==> src/common/pd_pkg.sv <==
// shared constants and types for power-down sequencing
package pd_pkg;
  // command codes on the link
  localparam logic [3:0] CMD_NOP      = 4'h0;
  localparam logic [3:0] CMD_DES      = 4'h1;
  localparam logic [3:0] CMD_ACT      = 4'h2;
  localparam logic [3:0] CMD_PRE      = 4'h3;
  localparam logic [3:0] CMD_REF      = 4'h4;
  localparam logic [3:0] CMD_MRS      = 4'h5;
  localparam logic [3:0] CMD_RD       = 4'h6;
  localparam logic [3:0] CMD_RD_CLOSE = 4'h7;
  localparam logic [3:0] CMD_WR       = 4'h8;
  localparam logic [3:0] CMD_WRAP     = 4'h9;
  localparam logic [3:0] CMD_ZQ       = 4'hA;
  localparam logic [3:0] CMD_MPR      = 4'hB;

  localparam int CLK_PS = 8000;
  // timings in clocks, except XPDLL_NS in ns
  localparam logic [7:0] T_ACTPDEN  = 8'h01;
  localparam logic [7:0] T_PRPDEN   = 8'h01;
  localparam logic [7:0] T_REFPDEN  = 8'h01;
  localparam logic [7:0] T_MOD      = 8'h0C;
  localparam logic [7:0] BURST_HALF = 8'h04;
  localparam logic [7:0] BC4_SAVE   = 8'h02;
  localparam logic [7:0] ONE_CK     = 8'h01;
  localparam int XPDLL_MIN_CK = 10;
  localparam int XPDLL_NS     = 24;
  localparam int XPDLL_NS_CK  = (XPDLL_NS * 1000 + CLK_PS - 1) / CLK_PS;
  localparam logic [7:0] T_XPDLL =
    8'((XPDLL_NS_CK > XPDLL_MIN_CK) ? XPDLL_NS_CK : XPDLL_MIN_CK);
  localparam logic [7:0] T_XP     = 8'h03;
  localparam logic [7:0] T_CPDED  = 8'h01;
  localparam logic [7:0] T_PDMIN  = 8'h03;
  localparam logic [7:0] T_CKE    = 8'h03;
  localparam logic [7:0] T_ANPD   = 8'h01;
  // power-down upper bound: 9 refresh intervals of 7.8us
  localparam int TREFI_NS     = 7800;
  localparam int PD_MAX_CK    = 9 * TREFI_NS * 1000 / CLK_PS;

  typedef enum logic [2:0] {
    PD_NONE     = 3'b000,
    PD_ACTIVE   = 3'b001,
    PD_PRE_FAST = 3'b010,
    PD_PRE_SLOW = 3'b011,
    PD_RESET    = 3'b100
  } pd_mode_e;
endpackage : pd_pkg

==> src/common/pd_link_if.sv <==
// link between controller and memory power-down logic
`timescale 1ns/1ns
`default_nettype none
interface pd_link_if;
  logic       cke;
  logic [3:0] cmd;
  logic       odt;
  logic       resetN;
  modport ctrl (output cke, output cmd, output odt, output resetN);
  modport mem  (input cke, input cmd, input odt, input resetN);
endinterface : pd_link_if
`default_nettype wire

==> src/pd_controller_end.sv <==
// controller-side command issue and CKE gating for power-down
// Functional notes
// - enter power-down: CKE low with NOP
// - CKE high during MRS, MPR, ZQ, read, write
// - CKE may drop during activate, precharge, refresh
// - one clock after ACT/PRE/REF; MRS waits mode delay
// - read: RL plus 4 plus 1
// - write: WL plus 4 plus write recovery
// - fixed chop four saves two clocks
// - write autoclose: WL plus 4 plus WR plus 1
// - exit latency before refresh, long delay before reentry
// - slow exit makes termination asynchronous
// - entry disables buffers except clock, ODT, CKE, reset
// - only NOP/DES until buffer-disable delay
// - unlocked DLL at entry needs reset after exit
// - open bank gives active power-down
// - mode bit picks DLL off or on
// - hold CKE low, reset high, ODT valid
// - reset low leaves power-down
// - minimum and maximum power-down time
// - exit CKE high with NOP, hold tCKE
// - exit latency before any valid command
// - slow exit: DLL latency before read/termination
// - illegal self refresh temperature combination refused
`timescale 1ns/1ns
`default_nettype none
module pd_controller_end (
  input  wire logic       ref_clk,       // system clock
  input  wire logic       reset_n,       // async reset
  pd_link_if.ctrl         link,          // memory link
  input  wire logic       reqValid,      // user command request
  input  wire logic [3:0] reqCmd,        // user command code
  input  wire logic       reqOdt,        // user wants termination
  input  wire logic       pdReq,         // request power-down
  input  wire logic       wakeReq,       // request exit
  input  wire logic       memReset,      // request memory reset
  input  wire logic [7:0] readLat,       // read latency clocks
  input  wire logic [7:0] writeLat,      // write latency clocks
  input  wire logic [7:0] writeRec,      // write recovery clocks
  input  wire logic       fixedBc4,      // fixed_burst_chop_four setting
  input  wire logic       slowExit,      // precharge pd slow exit mode
  input  wire logic       dllLocked,     // dll believed locked
  input  wire logic       autoSrRate,    // auto_selfrefresh_rate bit
  input  wire logic       extTempSr,     // extended_temp_selfrefresh bit
  output logic            reqReady,      // request accepted
  output logic            inPowerDown,   // in power-down
  output logic            dllResetNeed,  // dll must be reset
  output logic            srCfgBad,      // temperature bits illegal
  output logic            pdOverrun      // power-down max exceeded
);
  // ----------------------------------------
  // state
  // ----------------------------------------
  typedef enum logic [1:0] {
    S_RUN  = 2'b00,
    S_PD   = 2'b01,
    S_WAKE = 2'b10
  } st_e;
  typedef struct packed {
    st_e        st;
    logic       cke;
    logic [3:0] cmd;
    logic       odt;
    logic       rst;
    logic [7:0] entryWait;  // clocks until CKE may fall
    logic [7:0] minHold;    // CKE low/high minimum
    logic [7:0] exitWait;   // exit latency
    logic [7:0] dllWait;    // dll exit latency
    logic [7:0] reentry;    // xpdll wait after refresh
    logic [7:0] cpded;
    logic [31:0] pdCnt;
    logic       refSinceExit;
    logic       slowPd;
    logic       dllBad;
    logic       ready;
    logic       cfgBad;
    logic       overrun;
  } st_s;
  st_s cur_q, nxt_d;

  function automatic logic [7:0] maxOf(input logic [7:0] a, input logic [7:0] b);
    maxOf = (a > b) ? a : b;
  endfunction : maxOf

  function automatic logic [7:0] dec(input logic [7:0] v);
    dec = (v != 8'h00) ? v - 8'h01 : 8'h00;
  endfunction : dec

  function automatic logic [7:0] entryDelay(input logic [3:0] c, input logic [7:0] rl,
      input logic [7:0] wl, input logic [7:0] wr, input logic bc4);
    logic [7:0] half;
    half = bc4 ? pd_pkg::BC4_SAVE : pd_pkg::BURST_HALF;
    case (c)
      pd_pkg::CMD_ACT:  entryDelay = pd_pkg::T_ACTPDEN;
      pd_pkg::CMD_PRE:  entryDelay = pd_pkg::T_PRPDEN;
      pd_pkg::CMD_REF:  entryDelay = pd_pkg::T_REFPDEN;
      pd_pkg::CMD_MRS:  entryDelay = pd_pkg::T_MOD;
      pd_pkg::CMD_RD,
      pd_pkg::CMD_RD_CLOSE: entryDelay = rl + pd_pkg::BURST_HALF + pd_pkg::ONE_CK;
      pd_pkg::CMD_WR:   entryDelay = wl + half + wr;
      pd_pkg::CMD_WRAP: entryDelay = wl + half + wr + pd_pkg::ONE_CK;
      pd_pkg::CMD_ZQ,
      pd_pkg::CMD_MPR:  entryDelay = pd_pkg::T_MOD;
      default:          entryDelay = 8'h00;
    endcase
  endfunction : entryDelay

  // ----------------------------------------
  // next-state logic
  // ----------------------------------------
  always_comb begin
    logic cmdOk;
    logic isDll;
    cmdOk = 1'b0;
    isDll = 1'b0;
    nxt_d = cur_q;
    nxt_d.cmd       = pd_pkg::CMD_NOP;
    nxt_d.ready     = 1'b0;
    nxt_d.entryWait = dec(cur_q.entryWait);
    nxt_d.minHold   = dec(cur_q.minHold);
    nxt_d.exitWait  = dec(cur_q.exitWait);
    nxt_d.dllWait   = dec(cur_q.dllWait);
    nxt_d.reentry   = dec(cur_q.reentry);
    nxt_d.cpded     = dec(cur_q.cpded);
    nxt_d.cfgBad    = autoSrRate & extTempSr;
    nxt_d.rst       = ~memReset;
    isDll = (reqCmd == pd_pkg::CMD_RD) || (reqCmd == pd_pkg::CMD_RD_CLOSE);
    if (memReset) begin
      nxt_d.st  = S_RUN;
      nxt_d.cke = 1'b0;
      nxt_d.odt = 1'b0;
    end else begin
      case (cur_q.st)
        S_RUN: begin
          nxt_d.cke = 1'b1;
          nxt_d.odt = reqOdt & (cur_q.dllWait == 8'h00) & ~cur_q.dllBad;
          cmdOk = reqValid && cur_q.exitWait == 8'h00 && cur_q.minHold == 8'h00
                  && !(isDll && (cur_q.dllWait != 8'h00 || cur_q.dllBad))
                  && !(reqCmd == pd_pkg::CMD_MRS && cur_q.cfgBad);
          if (cmdOk) begin
            nxt_d.cmd       = reqCmd;
            nxt_d.ready     = 1'b1;
            nxt_d.entryWait = maxOf(dec(cur_q.entryWait),
                                    entryDelay(reqCmd, readLat, writeLat, writeRec, fixedBc4));
            if (reqCmd == pd_pkg::CMD_REF && cur_q.refSinceExit)
              nxt_d.reentry = pd_pkg::T_XPDLL;
            if (reqCmd == pd_pkg::CMD_MRS) nxt_d.dllBad = 1'b0;
          end else if (pdReq && cur_q.entryWait == 8'h00 && cur_q.reentry == 8'h00
                       && cur_q.minHold == 8'h00 && cur_q.exitWait == 8'h00) begin
            nxt_d.cke     = 1'b0;
            nxt_d.odt     = 1'b0;
            nxt_d.st      = S_PD;
            nxt_d.minHold = pd_pkg::T_PDMIN;
            nxt_d.cpded   = pd_pkg::T_CPDED;
            nxt_d.pdCnt   = 32'h0000_0000;
            nxt_d.slowPd  = slowExit;
            nxt_d.dllBad  = cur_q.dllBad | ~dllLocked;
          end
        end
        S_PD: begin
          nxt_d.cke   = 1'b0;
          nxt_d.pdCnt = cur_q.pdCnt + 32'h0000_0001;
          if (cur_q.pdCnt >= 32'(pd_pkg::PD_MAX_CK)) nxt_d.overrun = 1'b1;
          if ((wakeReq || cur_q.pdCnt >= 32'(pd_pkg::PD_MAX_CK))
              && cur_q.minHold == 8'h00 && cur_q.cpded == 8'h00) begin
            nxt_d.cke          = 1'b1;
            nxt_d.st           = S_WAKE;
            nxt_d.minHold      = pd_pkg::T_CKE;
            nxt_d.exitWait     = pd_pkg::T_XP;
            nxt_d.dllWait      = cur_q.slowPd ? pd_pkg::T_XPDLL : 8'h00;
            nxt_d.refSinceExit = 1'b1;
          end
        end
        S_WAKE: begin
          nxt_d.cke = 1'b1;
          nxt_d.st  = S_RUN;
        end
        default: nxt_d.st = S_RUN;
      endcase
    end
  end

  always_ff @(posedge ref_clk or negedge reset_n) begin
    if (!reset_n) begin
      cur_q <= '0;
      cur_q.st <= S_RUN;
      cur_q.cmd <= pd_pkg::CMD_NOP;
    end else begin
      cur_q <= nxt_d;
    end
  end

  // ----------------------------------------
  // outputs
  // ----------------------------------------
  assign link.cke     = cur_q.cke;
  assign link.cmd     = cur_q.cmd;
  assign link.odt     = cur_q.odt;
  assign link.resetN  = cur_q.rst;
  assign reqReady     = cur_q.ready;
  assign inPowerDown  = (cur_q.st == S_PD);
  assign dllResetNeed = cur_q.dllBad;
  assign srCfgBad     = cur_q.cfgBad;
  assign pdOverrun    = cur_q.overrun;
endmodule : pd_controller_end
`default_nettype wire

==> src/flat_wrapper.sv <==
// flat-port wrapper written by rule: the top's interface ports become plain ports
module pd_controller_end_flat 
  (ref_clk, reset_n, reqValid, reqCmd, reqOdt, pdReq, wakeReq, memReset, readLat, writeLat, writeRec, fixedBc4, slowExit, dllLocked, autoSrRate, extTempSr, reqReady, inPowerDown, dllResetNeed, srCfgBad, pdOverrun, link_cke, link_cmd, link_odt, link_resetN);
  pd_link_if link_i ();
  input  wire logic ref_clk;
  input  wire logic reset_n;
  input  wire logic reqValid;
  input  wire logic [3:0] reqCmd;
  input  wire logic reqOdt;
  input  wire logic pdReq;
  input  wire logic wakeReq;
  input  wire logic memReset;
  input  wire logic [7:0] readLat;
  input  wire logic [7:0] writeLat;
  input  wire logic [7:0] writeRec;
  input  wire logic fixedBc4;
  input  wire logic slowExit;
  input  wire logic dllLocked;
  input  wire logic autoSrRate;
  input  wire logic extTempSr;
  output logic reqReady;
  output logic inPowerDown;
  output logic dllResetNeed;
  output logic srCfgBad;
  output logic pdOverrun;
  output wire logic [$bits(link_i.cke)-1:0] link_cke;
  output wire logic [$bits(link_i.cmd)-1:0] link_cmd;
  output wire logic [$bits(link_i.odt)-1:0] link_odt;
  output wire logic [$bits(link_i.resetN)-1:0] link_resetN;
  assign link_cke = link_i.cke;
  assign link_cmd = link_i.cmd;
  assign link_odt = link_i.odt;
  assign link_resetN = link_i.resetN;
  pd_controller_end u_core (.ref_clk(ref_clk), .reset_n(reset_n), .link(link_i), .reqValid(reqValid), .reqCmd(reqCmd), .reqOdt(reqOdt), .pdReq(pdReq), .wakeReq(wakeReq), .memReset(memReset), .readLat(readLat), .writeLat(writeLat), .writeRec(writeRec), .fixedBc4(fixedBc4), .slowExit(slowExit), .dllLocked(dllLocked), .autoSrRate(autoSrRate), .extTempSr(extTempSr), .reqReady(reqReady), .inPowerDown(inPowerDown), .dllResetNeed(dllResetNeed), .srCfgBad(srCfgBad), .pdOverrun(pdOverrun));
endmodule
==> config.mk <==
export PLATFORM = sky130hd
export DESIGN_NAME = pd_controller_end_flat
export DESIGN_NICKNAME = d
export VERILOG_FILES = /design/src/common/pd_pkg.sv /design/src/common/pd_link_if.sv /design/src/pd_controller_end.sv /design/src/flat_wrapper.sv
export SDC_FILE = /design/constraint.sdc
export NUM_CORES = 1
export LEC_CHECK = 0
export BUFFER_PORTS_ARGS = -buffer_cell sky130_fd_sc_hd__buf_2
export CAP_MARGIN = 20
export CORE_MARGIN = 1
export CORE_UTILIZATION = 40
export CTS_CLUSTER_SIZE = 14
export DETAILED_ROUTE_END_ITERATION = 8
export GPL_ROUTABILITY_DRIVEN = 0
export SLEW_MARGIN = 0
export SYNTH_ARGS = -nofsm -noshare
export SYNTH_HDL_FRONTEND = slang
export SYNTH_SLANG_ARGS = --single-unit
==> constraint.sdc <==
create_clock -name ref_clk -period 2.8 [get_ports ref_clk]
set_input_delay 0.56 -clock ref_clk [delete_from_list [all_inputs] [get_ports ref_clk]]
set_output_delay 0.56 -clock ref_clk [all_outputs]
set_load 0.01 [all_outputs]
==> results of run 1 <==
-- power breakdown --
group | total, mW | switching (mW) | internal [mW]
combinational | 1.76 | 0.882 | 0.877
clock | 1.12 | 0.521 | 0.603
sequential | 1.85 | 0.232 | 1.61
total | 4.73 | 1.63 | 3.09
-- timing repair --
item                                    4_1_cts  5_1_grt
cloned                                        1        2
gates resized for setup                      22       22
endpoints found under the setup margin       19       49
setup buffers                                 8        7
pin swaps                                    12       18
-- how the worst max path moves through the flow --
| stage | startpoint | to | slack (ns) | depth (start not counted) |
|---|---|---|---|---|
| 6_report | writeLat[1] | u_core.cur_q[85]$_DFF_PN0_ | -0.92 | 18 |
| 5_1_grt | writeLat[1] | u_core.cur_q[85]$_DFF_PN0_ | -1.08 | 18 |
| 4_1_cts | writeLat[1] | u_core.cur_q[85]$_DFF_PN0_ | -0.87 | 17 |
| 3_5_place_dp | writeLat[1] | u_core.cur_q[85]$_DFF_PN0_ | -1.40 | 17 |
| 3_3_place_gp | writeLat[1] | u_core.cur_q[85]$_DFF_PN0_ | -1.24 | 17 |
| 2_1_floorplan | writeLat[1] | u_core.cur_q[85]$_DFF_PN0_ | -1.06 | 16 |
-- sequential cells by signal, summed over array words and instances, names as in the netlist --
signal and cells:
u_core.cur_q 84, u_core.reqReady 1, u_core.link.cmd 4, u_core.link.odt 1, u_core.dllResetNeed 1, u_core.pdOverrun 1, u_core.link.cke 1, u_core.srCfgBad 1
u_core.link.resetN 1
-- final cells by class --
cell class	count	area [µm²]
fill	1281	6770
multi-input combinational	515	3520
sequential	95	2380
timing repair buffer	126	895
clock buffer	11	233
tap	180	225
inverter	26	97.6
clock inverter	5	33.8
-- cells in the final DEF (no fill, tap or decap), types with 25 or more instances in the layout --
cell type,instances
ha_1,28
buf_2,49
dfrtp_1,95
o21ai_0,27
nand2_1,64
buf_4,70
xnor2_1,25
nor2_1,69
a21oi_1,29
-- worst reg2reg max path, delay by kind of cell, from the launching register on --
family                   cells  cell delay, ns
adder cells (fa/ha/maj)      1            0.13
buffers and inverters        2            0.22
AND/OR/NAND/NOR              6            1.53
flip-flops                   1            0.40
AO/OA/AOI/OAI                1            0.41
-- logic make-up after synthesis --
family | synth area share
and+or+nand+nor | 0.269
AOI/OAI and AO/OA | 0.125
DFF | 0.403
buffers and inverters | 0.0344
xor gates and xnor gates | 0.0669
adders and majority gates | 0.0781
muxes | 0.0227
-- per-layer routing --
| layer | up-vias | part of all wire | global-route usage |
|---|---|---|---|
| li1 | 2578 | - | - |
| met1 | 2540 | 0.48 | 0.268 |
| met2 | 71 | 0.48 | 0.319 |
| met3 | 14 | 0.027 | 0.0254 |
| met4 | 2 | 0.010 | 0.0602 |
| met5 | - | 0.00092 | 0 |
-- through the flow --
step	setup WS [ns]	hold WS (ns)	utilization	power, mW	instance area, µm²
6_report	-0.919	0.210	0.522	4.73	7380
3_5_place_dp	-1.40	0.461	0.479	3.37	6780
4_1_cts	-0.873	0.226	0.508	4.67	7190
3_3_place_gp	-1.24	0.444	0.479	3.29	6780
5_1_grt	-1.08	0.252	0.522	5.07	7380
2_1_floorplan	-1.06	0.264	-	2.85	5950
==> results.tsv, run 1 <==
metric	value	unit
Pins Over Slew Limit	0	
DR vias/cell	5.43	
synthesized flop and latch total	95	
Setup crit start kind	primary input	
Routed Antenna Nets	0	
RSZ-0062 raised after global routing	yes	
violated checks	negative setup slack	
required time of the worst setup path	3.02	ns
fmax	0.269	GHz
Buffers on Ports	51	
maximum vdd drop	0.326	mV
Worst Path Arrival	3.94	ns
syn nets	731	
fraction of registers with async set/reset	1.00	
RR Endpoint	u_core.cur_q[22]$_DFFE_PN0P_	
Total GRT Usage	0.195	
Mapped Area	5890	µm²
Worst-Skew Late Latency	0.34	ns
final setup vio count	8	
worst path buffer plus inverter count	2	
number of enable flip-flop cells after synthesis	0	
CP Capture Type	flop	
area share of the largest cell type after synthesis	0.403	
Final Critical Period	3.72	ns
final setup TNS	-6.94	ns
full die area	15200	µm²
final hold vios	0	
most frequent cell after synthesis	dfrtp_1	
status	finished with violations	
Avg Inst Size Synth	8.98	µm²
# rows	43	
Synthesis Warnings	0	
DRT iter0 DRCs	347	
synth unique cells	62	
Yosys top cell by area	dfrtp_1	
chip width	123	µm
Placed Cells	924	
Post-CTS Hold Buffers	0	
Antenna Cells	0	
sequential share of the synthesized area	0.403	
Worst slew margin	0.549	
worst-path maximum fanout	5	
initial core utilization	0.416	
Leak Pwr	3.33	nW
top post-synthesis cells by count	dfrtp_1, nor2_1, nand2_1	
Slew @ Worst Pin	0.669	ns
first-pass GRT wire length	23.5	mm
Worst R2R Start	u_core.cur_q[70]$_DFF_PN0_	
CTS tree	built	
CP max-delay cell	fa_1	
DRC	0	
PnR worst setup slack	-0.919	ns
Post-Layout Cell Count	958	
CTS H-Tree Depth	3	
worst-path cell chain	buf_6 -> fa_1 -> ha_2 -> fa_2 -> a211oi_2 -> buf_4 -> o21bai_1 -> a21oi_1 -> xnor2_1 -> xnor2_2 -> a21oi_2 -> ha_4 -> a21oi_4 -> nand2_2 -> o31ai_4 -> nand2_2 -> a211oi_2 -> nor2_1	
die height	123	µm
DRT Pass-1 Iters	5	
ratio of cells with drive above 1 in the final layout	0.257	
CP Class	in2reg	
Worst-path clk slew	0.06	ns
pin count of the biggest net entering global routing	54	
cell depth of the worst flop-to-flop path	10	
vias	5205	
max cap viols	0	
Overflow after GRT	0	
Clock Sinks	95	
Post-synth top flop	dfrtp_1	
antenna violations before repair	1	
CTS root buf	clkbuf_16	
final wirelength	14.2	mm
Inserted Clock Buffers	9	
CP top delay family	compound AO/OA/AOI/OAI gates	
DR WL/cell	14.8	µm
number of I/O pins	52	
r2r setup slk	0.05	ns
Largest stage delay, worst path	0.48	ns
Area Overhead vs Synth	25.3	%
Power per Cell Area	640	nW/µm²
CORE AREA	14100	µm²
maximum buffer depth of the clock tree	2	
Clock Skew	0.00724	ns
Cells after Synth	656	
Synth area leaders	dfrtp_1, ha_1, nor2_1	
period utilization	1.33	
DP HPWL	10.5	mm
fin nets	848	
vias in the first global route	5037	
Hold Crit Class	in2async	
Note: power is estimated with default switching activity, not from simulation.
==> run 2, diff against run 1 <==
--- a/config.mk
+++ b/config.mk
@@ -12,6 +12,8 @@
 export CTS_CLUSTER_SIZE = 14
 export DETAILED_ROUTE_END_ITERATION = 8
 export GPL_ROUTABILITY_DRIVEN = 0
+export HOLD_SLACK_MARGIN = 0.15
+export PLACE_DENSITY_LB_ADDON = 0.15
 export SLEW_MARGIN = 0
 export SYNTH_ARGS = -nofsm -noshare
 export SYNTH_HDL_FRONTEND = slang
==> run 2 against run 1 <==
  * The flow still finishes with violations (negative setup slack)
  * Flip-flop and latch count unchanged
  * Worst setup slack lost 0.016 ns
  * Final area up 0.12%
  * Sequential power about the same
  * Count of clock-buffer cells in the layout is 1 lower
  * Clock power is 11% higher
  * Largest power group unchanged
==> results.tsv, run 2 (synthesis results as in run 1) <==
metric	value	unit	change
Hold Crit Depth	2		
chip width	123	µm	unchanged
Net Sw Power	1.63	mW	about the same
DR WL/cell	14.9	µm	+0.33%
total chip power	4.85	mW	+2.5%
most common cell after layout, fill and taps aside	dfrtp_1		
CTS tree	built		
antenna violations before repair	0		-1
violated checks	negative setup slack		
vias	5232		+0.52%
vias in the first global route	4929		-2.1%
dpl ws	-1.38	ns	+0.0157 ns
final hold vios	0		unchanged
PnR worst setup slack	-0.935	ns	-0.0161 ns
CORE AREA	14100	µm²	unchanged
number of I/O pins	52		unchanged
Seq pwr share	0.381		-0.009
Overflow after GRT	0		unchanged
die height	123	µm	unchanged
first-pass GRT wire length	23.2	mm	-0.97%
Pins Over Slew Limit	0		unchanged
maximum buffer depth of the clock tree	2		unchanged
ratio of cells with drive above 1 in the final layout	0.258		+0.000623
DR vias/cell	5.45		+0.31%
status	finished with violations		
final setup vio count	8		unchanged
Regs by FF count	u_core.cur_q x84, u_core.link.cmd x4		
Buffers on Ports	51		unchanged
Leak Pwr	3.35	nW	+0.64%
required time of the worst setup path	3.03	ns	about the same
initial core utilization	0.416		unchanged
CTS root buf	clkbuf_16		
CTS H-Tree Depth	3		unchanged
Clock Sinks	95		unchanged
Inserted Clock Buffers	9		unchanged
placed cell area	6830	µm²	+0.78%
Worst-path clk slew	0.06	ns	about the same
Biggest register	u_core.cur_q		
combinational power share	0.363		-0.009
CP Class	in2reg		
final instance area	7390	µm²	+0.12%
full die area	15200	µm²	unchanged
Net Sw Frac	0.337		-0.00830
Final Critical Period	3.74	ns	+0.0161 ns
pin count of the biggest net entering global routing	46		-15%
most frequent cells in the layout	dfrtp_1, buf_4, nor2_1		
Routed Antenna Nets	0		unchanged
CP Capture Type	flop		
max cap viols	0		unchanged
Worst-Skew Late Latency	0.35	ns	about the same
fmax	0.268	GHz	-0.43%
Total GRT Usage	0.197		+0.00146
Worst slew margin	0.566		+0.0169
# rows	43		unchanged
Clock Skew	0.0111	ns	+0.00385 ns
Area Overhead vs Synth	25.5	%	
maximum vdd drop	0.335	mV	+2.6%
Hold Crit Class	in2reg		
Slew @ Worst Pin	0.644	ns	-0.0250 ns
worst-path maximum fanout	7		+2
max reg flops	84		unchanged
DRT iter0 DRCs	297		-14%
Internal Power	3.21	mW	+3.8%
final wirelength	14.3	mm	+0.54%
Setup crit start kind	primary input		
Worst Path Arrival	3.97	ns	+0.03 ns
DRT Pass-1 Iters	5		unchanged
cell depth of the worst flop-to-flop path	13		+3
period utilization	1.33		+0.00576
DRC	0		unchanged
fin nets	850		+0.24%
Antenna Cells	0		unchanged
clock share of power	0.256		+0.018
DP HPWL	10.5	mm	+0.26%
Power per Cell Area	656	nW/µm²	+2.4%
RSZ-0062 raised after global routing	yes		
## run 2: cell types whose count changed in the layout (fill, tap and decap cells not counted), moves of 2 or more
| cell | delta |
|---|---|
| nor2_4 | +2 |
| o21ai_1 | -2 |
| clkbuf_1 | -2 |
| a21oi_2 | +2 |
| buf_4 | +2 |
## run 2: what timing repair did
action,4_1_cts,5_1_grt
buffers inserted,6,4
hold endpoints to repair,24,0
setup endpoints to repair,19,44
resized for setup,21,20
pin swaps,24,9
hold buffers,1,0
gates cloned,1,1
## run 2: path summary, 6_finish.rpt
kind | from | to | slack, ns
worst max-delay path | fixedBc4 | u_core.cur_q[83]$_DFF_PN0_ | -0.94
worst min-delay path | extTempSr | u_core.srCfgBad$_DFF_PN0_ | 0.42
worst max register to register | u_core.cur_q[79]$_DFF_PN0_ | u_core.cur_q[83]$_DFF_PN0_ | 0.04
worst min register to register | u_core.cur_q[54]$_DFF_PN0_ | u_core.cur_q[54]$_DFF_PN0_ | 0.46
max in group asynchronous | reset_n | u_core.cur_q[9]$_DFFE_PN0P_ | 1.47
min in group asynchronous | reset_n | u_core.cur_q[56]$_DFF_PN0_ | 0.66
## run 2: final cells by class
type | instances | area, µm²
clock inverters | 6 | 60.1
inverters | 26 | 97.6
flip-flops and latches | 95 | 2380
clock buffers | 10 | 239
multi-input cells | 515 | 3500
repair buffers | 128 | 895
well taps | 180 | 225
fillers | 1331 | 6760
## run 2: power by group through the flow
stage	sequential (mW)	clock [mW]	combinational, mW
2_1_floorplan	1.81	0	1.04
3_3_place_gp	1.85	0	1.47
3_5_place_dp	1.86	0	1.52
4_1_cts	1.84	1.29	1.70
5_1_grt	1.88	1.34	1.98
6_report	1.85	1.24	1.76
## run 2: stage by stage
step	setup TNS (ns)	hold slack (ns)	util	instances
2_1_floorplan	-8.24	0.264	-	656
3_3_place_gp	-10.09	0.449	0.483	931
3_5_place_dp	-11.26	0.455	0.483	931
4_1_cts	-7.05	0.406	0.512	955
5_1_grt	-8.46	0.408	0.523	960
6_report	-7.13	0.420	0.523	960
## run 2: worst max-delay path: stages
cell,delay (ns)
buf_6,0.10
fa_1,0.47
ha_2,0.22
fa_2,0.38
buf_4,0.14
xor2_1,0.15
buf_4,0.13
buf_4,0.12
xnor2_1,0.11
a222oi_1,0.24
buf_4,0.17
ha_1,0.23
nand3_1,0.12
nor3_1,0.06
a31oi_1,0.26
o31ai_4,0.14
and2_4,0.22
nor2_2,0.10
a21oi_1,0.04
## run 2: per-layer routing
metal | global-route usage | up-vias | wire (µm) | part of all wire
met2 | 0.326 | 93 | 6810 | 0.48
met1 | 0.257 | 2535 | 6750 | 0.47
li1 | - | 2586 | - | -
met4 | 0.0633 | 0 | 207 | 0.015
met3 | 0.0383 | 18 | 510 | 0.036
met5 | 0 | - | 0 | 0
==> run 3, diff against run 2 <==
--- a/config.mk
+++ b/config.mk
@@ -9,11 +9,13 @@
 export CAP_MARGIN = 20
 export CORE_MARGIN = 1
 export CORE_UTILIZATION = 40
+export CTS_BUF_LIST = sky130_fd_sc_hd__clkbuf_8 sky130_fd_sc_hd__clkbuf_16
 export CTS_CLUSTER_SIZE = 14
 export DETAILED_ROUTE_END_ITERATION = 8
 export GPL_ROUTABILITY_DRIVEN = 0
 export HOLD_SLACK_MARGIN = 0.15
 export PLACE_DENSITY_LB_ADDON = 0.15
+export SKIP_LAST_GASP = 1
 export SLEW_MARGIN = 0
 export SYNTH_ARGS = -nofsm -noshare
 export SYNTH_HDL_FRONTEND = slang
==> run 3 against run 2 <==
  * The flow still finishes with violations (negative setup slack)
  * Sequential power about the same
  * Sequential share of layout area unchanged
  * Core utilization unchanged
  * Clock skew down 0.0018 ns
  * Combinational power about the same
  * Count of clock-buffer cells in the layout unchanged
  * First-iteration DRC count down 8.8%
  * Largest cell class unchanged
  * Highest routed layer unchanged
==> results.tsv, run 3 (synthesis results as in run 1) <==
metric	value	unit	change
Clock Skew	0.00925	ns	-0.00184 ns
Worst Path Arrival	3.99	ns	+0.02 ns
CTS tree	built		
# rows	43		unchanged
final setup vio count	8		unchanged
Overflow after GRT	0		unchanged
antenna violations before repair	0		unchanged
CP max-delay cell	fa_1		
Power per Cell Area	655	nW/µm²	-0.13%
DRT Pass-1 Iters	4		-1
PnR worst setup slack	-0.914	ns	+0.0210 ns
Routed Antenna Nets	0		unchanged
Setup crit start kind	primary input		
Buffers on Ports	51		unchanged
required time of the worst setup path	3.07	ns	+0.04 ns
die height	123	µm	unchanged
pin count of the biggest net entering global routing	46		unchanged
Placed Cells	931		unchanged
most frequent cells in the layout	dfrtp_1, buf_4, nor2_1		
fmax	0.269	GHz	+0.57%
initial core utilization	0.416		unchanged
ratio of cells with drive above 1 in the final layout	0.258		unchanged
DRT iter0 DRCs	271		-8.8%
RSZ-0062 raised after global routing	yes		
Antenna Cells	0		unchanged
vias in the first global route	4929		unchanged
CORE AREA	14100	µm²	unchanged
DR WL/cell	14.8	µm	-0.29%
Hold Crit Class	in2reg		
total chip power	4.84	mW	-0.13%
Biggest register	u_core.cur_q		
Inserted Clock Buffers	9		unchanged
maximum vdd drop	0.335	mV	about the same
Largest stage delay, worst path	0.47	ns	about the same
Final Critical Period	3.71	ns	-0.0210 ns
worst path buffer plus inverter count	5		unchanged
CTS root buf	clkbuf_16		
most common cell after layout, fill and taps aside	dfrtp_1		
period utilization	1.33		-0.00750
DRC	0		unchanged
max reg flops	84		unchanged
Worst slew margin	0.565		-0.00134
most used cell, CP	buf_4		
Slew @ Worst Pin	0.646	ns	+0.00199 ns
Regs by FF count	u_core.cur_q x84, u_core.link.cmd x4		
vias	5200		-0.61%
number of I/O pins	52		unchanged
Multi-input gate area	3500	µm²	unchanged
Post-Layout Cell Count	960		unchanged
final wirelength	14.2	mm	-0.29%
violated checks	negative setup slack		
maximum buffer depth of the clock tree	2		unchanged
fin nets	850		unchanged
worst-path cell chain	buf_6 -> fa_1 -> ha_2 -> fa_2 -> buf_4 -> xor2_1 -> buf_4 -> buf_4 -> xnor2_1 -> a222oi_1 -> buf_4 -> ha_1 -> a21oi_1 -> o22ai_1 -> o31ai_4 -> and2_4 -> nor2_2 -> a21oi_1		
CP top delay family	adder cells		
Clock Sinks	95		unchanged
worst hold slack	0.419	ns	-0.000649 ns
max cap viols	0		unchanged
Leak Pwr	3.35	nW	about the same
chip width	123	µm	unchanged
CP Capture Type	flop		
worst-path maximum fanout	7		unchanged
DR vias/cell	5.42		-0.61%
first-pass GRT wire length	23.2	mm	unchanged
Worst-Skew Late Latency	0.35	ns	about the same
DP HPWL	10.5	mm	unchanged
final hold vios	0		unchanged
Fillers	1331		unchanged
Area Overhead vs Synth	25.5	%	unchanged
Total GRT Usage	0.197		unchanged
full die area	15200	µm²	unchanged
status	finished with violations		
Worst-path clk slew	0.06	ns	about the same
register area	2380	µm²	unchanged
Pins Over Slew Limit	0		unchanged
CP Class	in2reg		
CTS H-Tree Depth	3		unchanged
run 3: cell counts in the layout (fill, tap and decap cells not counted):
Identical to the previous run, type by type.
run 3: cell type report:
| type | count | area share |
|---|---|---|
| well taps | 180 | 0.0305 |
| multi-input cells | 515 | 0.473 |
| clock buffers | 10 | 0.0323 |
| flip-flops and latches | 95 | 0.322 |
| inverters | 26 | 0.0132 |
| repair buffers | 128 | 0.121 |
| clock inverters | 6 | 0.00812 |
run 3: what timing repair did:
action / CTS / global route
pin swaps: 24 / 8
hold endpoints to repair: 24 / 0
resized for setup: 21 / 20
gates cloned: 1 / 1
endpoints found under the setup margin: 19 / 44
buffers inserted: 6 / 4
hold buffers: 1 / 0
run 3: through the flow:
stage / setup TNS (ns) / util / setup slack (ns) / instance area, µm²
2_1_floorplan: -8.24 / - / -1.06 / 5950
3_3_place_gp: -10.09 / 0.483 / -1.29 / 6830
3_5_place_dp: -11.26 / 0.483 / -1.38 / 6830
4_1_cts: -7.05 / 0.512 / -0.914 / 7250
5_1_grt: -8.44 / 0.523 / -1.12 / 7390
6_report: -7.04 / 0.523 / -0.914 / 7390
run 3: where the power goes:
group          total (mW)  switching [mW]  internal [mW]
Clock                1.24           0.528          0.712
Sequential           1.85           0.232           1.61
Combinational        1.76           0.869          0.886
Total                4.84            1.63           3.21
run 3: path summary, 6_finish.rpt:
path	startpoint	slack [ns]	end	depth (start not counted)
setup / recovery	fixedBc4	-0.91	u_core.cur_q[83]$_DFF_PN0_	18
hold / removal	extTempSr	0.42	u_core.srCfgBad$_DFF_PN0_	2
setup reg to reg	u_core.cur_q[78]$_DFF_PN0_	0.07	u_core.cur_q[83]$_DFF_PN0_	12
hold reg to reg	u_core.cur_q[54]$_DFF_PN0_	0.46	u_core.cur_q[54]$_DFF_PN0_	1
max in group asynchronous	reset_n	1.47	u_core.cur_q[9]$_DFFE_PN0P_	3
min in group asynchronous	reset_n	0.66	u_core.cur_q[56]$_DFF_PN0_	2
run 3: per-layer routing:
metal	global-route usage	up-vias	routed length, µm
met4	0.0633	0	204
met5	0	-	0
met2	0.326	72	6790
li1	-	2587	-
met1	0.257	2525	6810
met3	0.0383	16	428
run 3: worst reg2reg max path, stage by stage, from the launching register on:
cell and delay [ns]:
dfrtp_1 0.38, buf_4 0.14, nor3_1 0.25, nor3b_1 0.28, mux2_2 0.40, ha_1 0.31
nand3_2 0.08, nor3_1 0.05, a31oi_1 0.26, o31ai_4 0.14, and2_4 0.20, nor2_2 0.10
a21oi_1 0.04
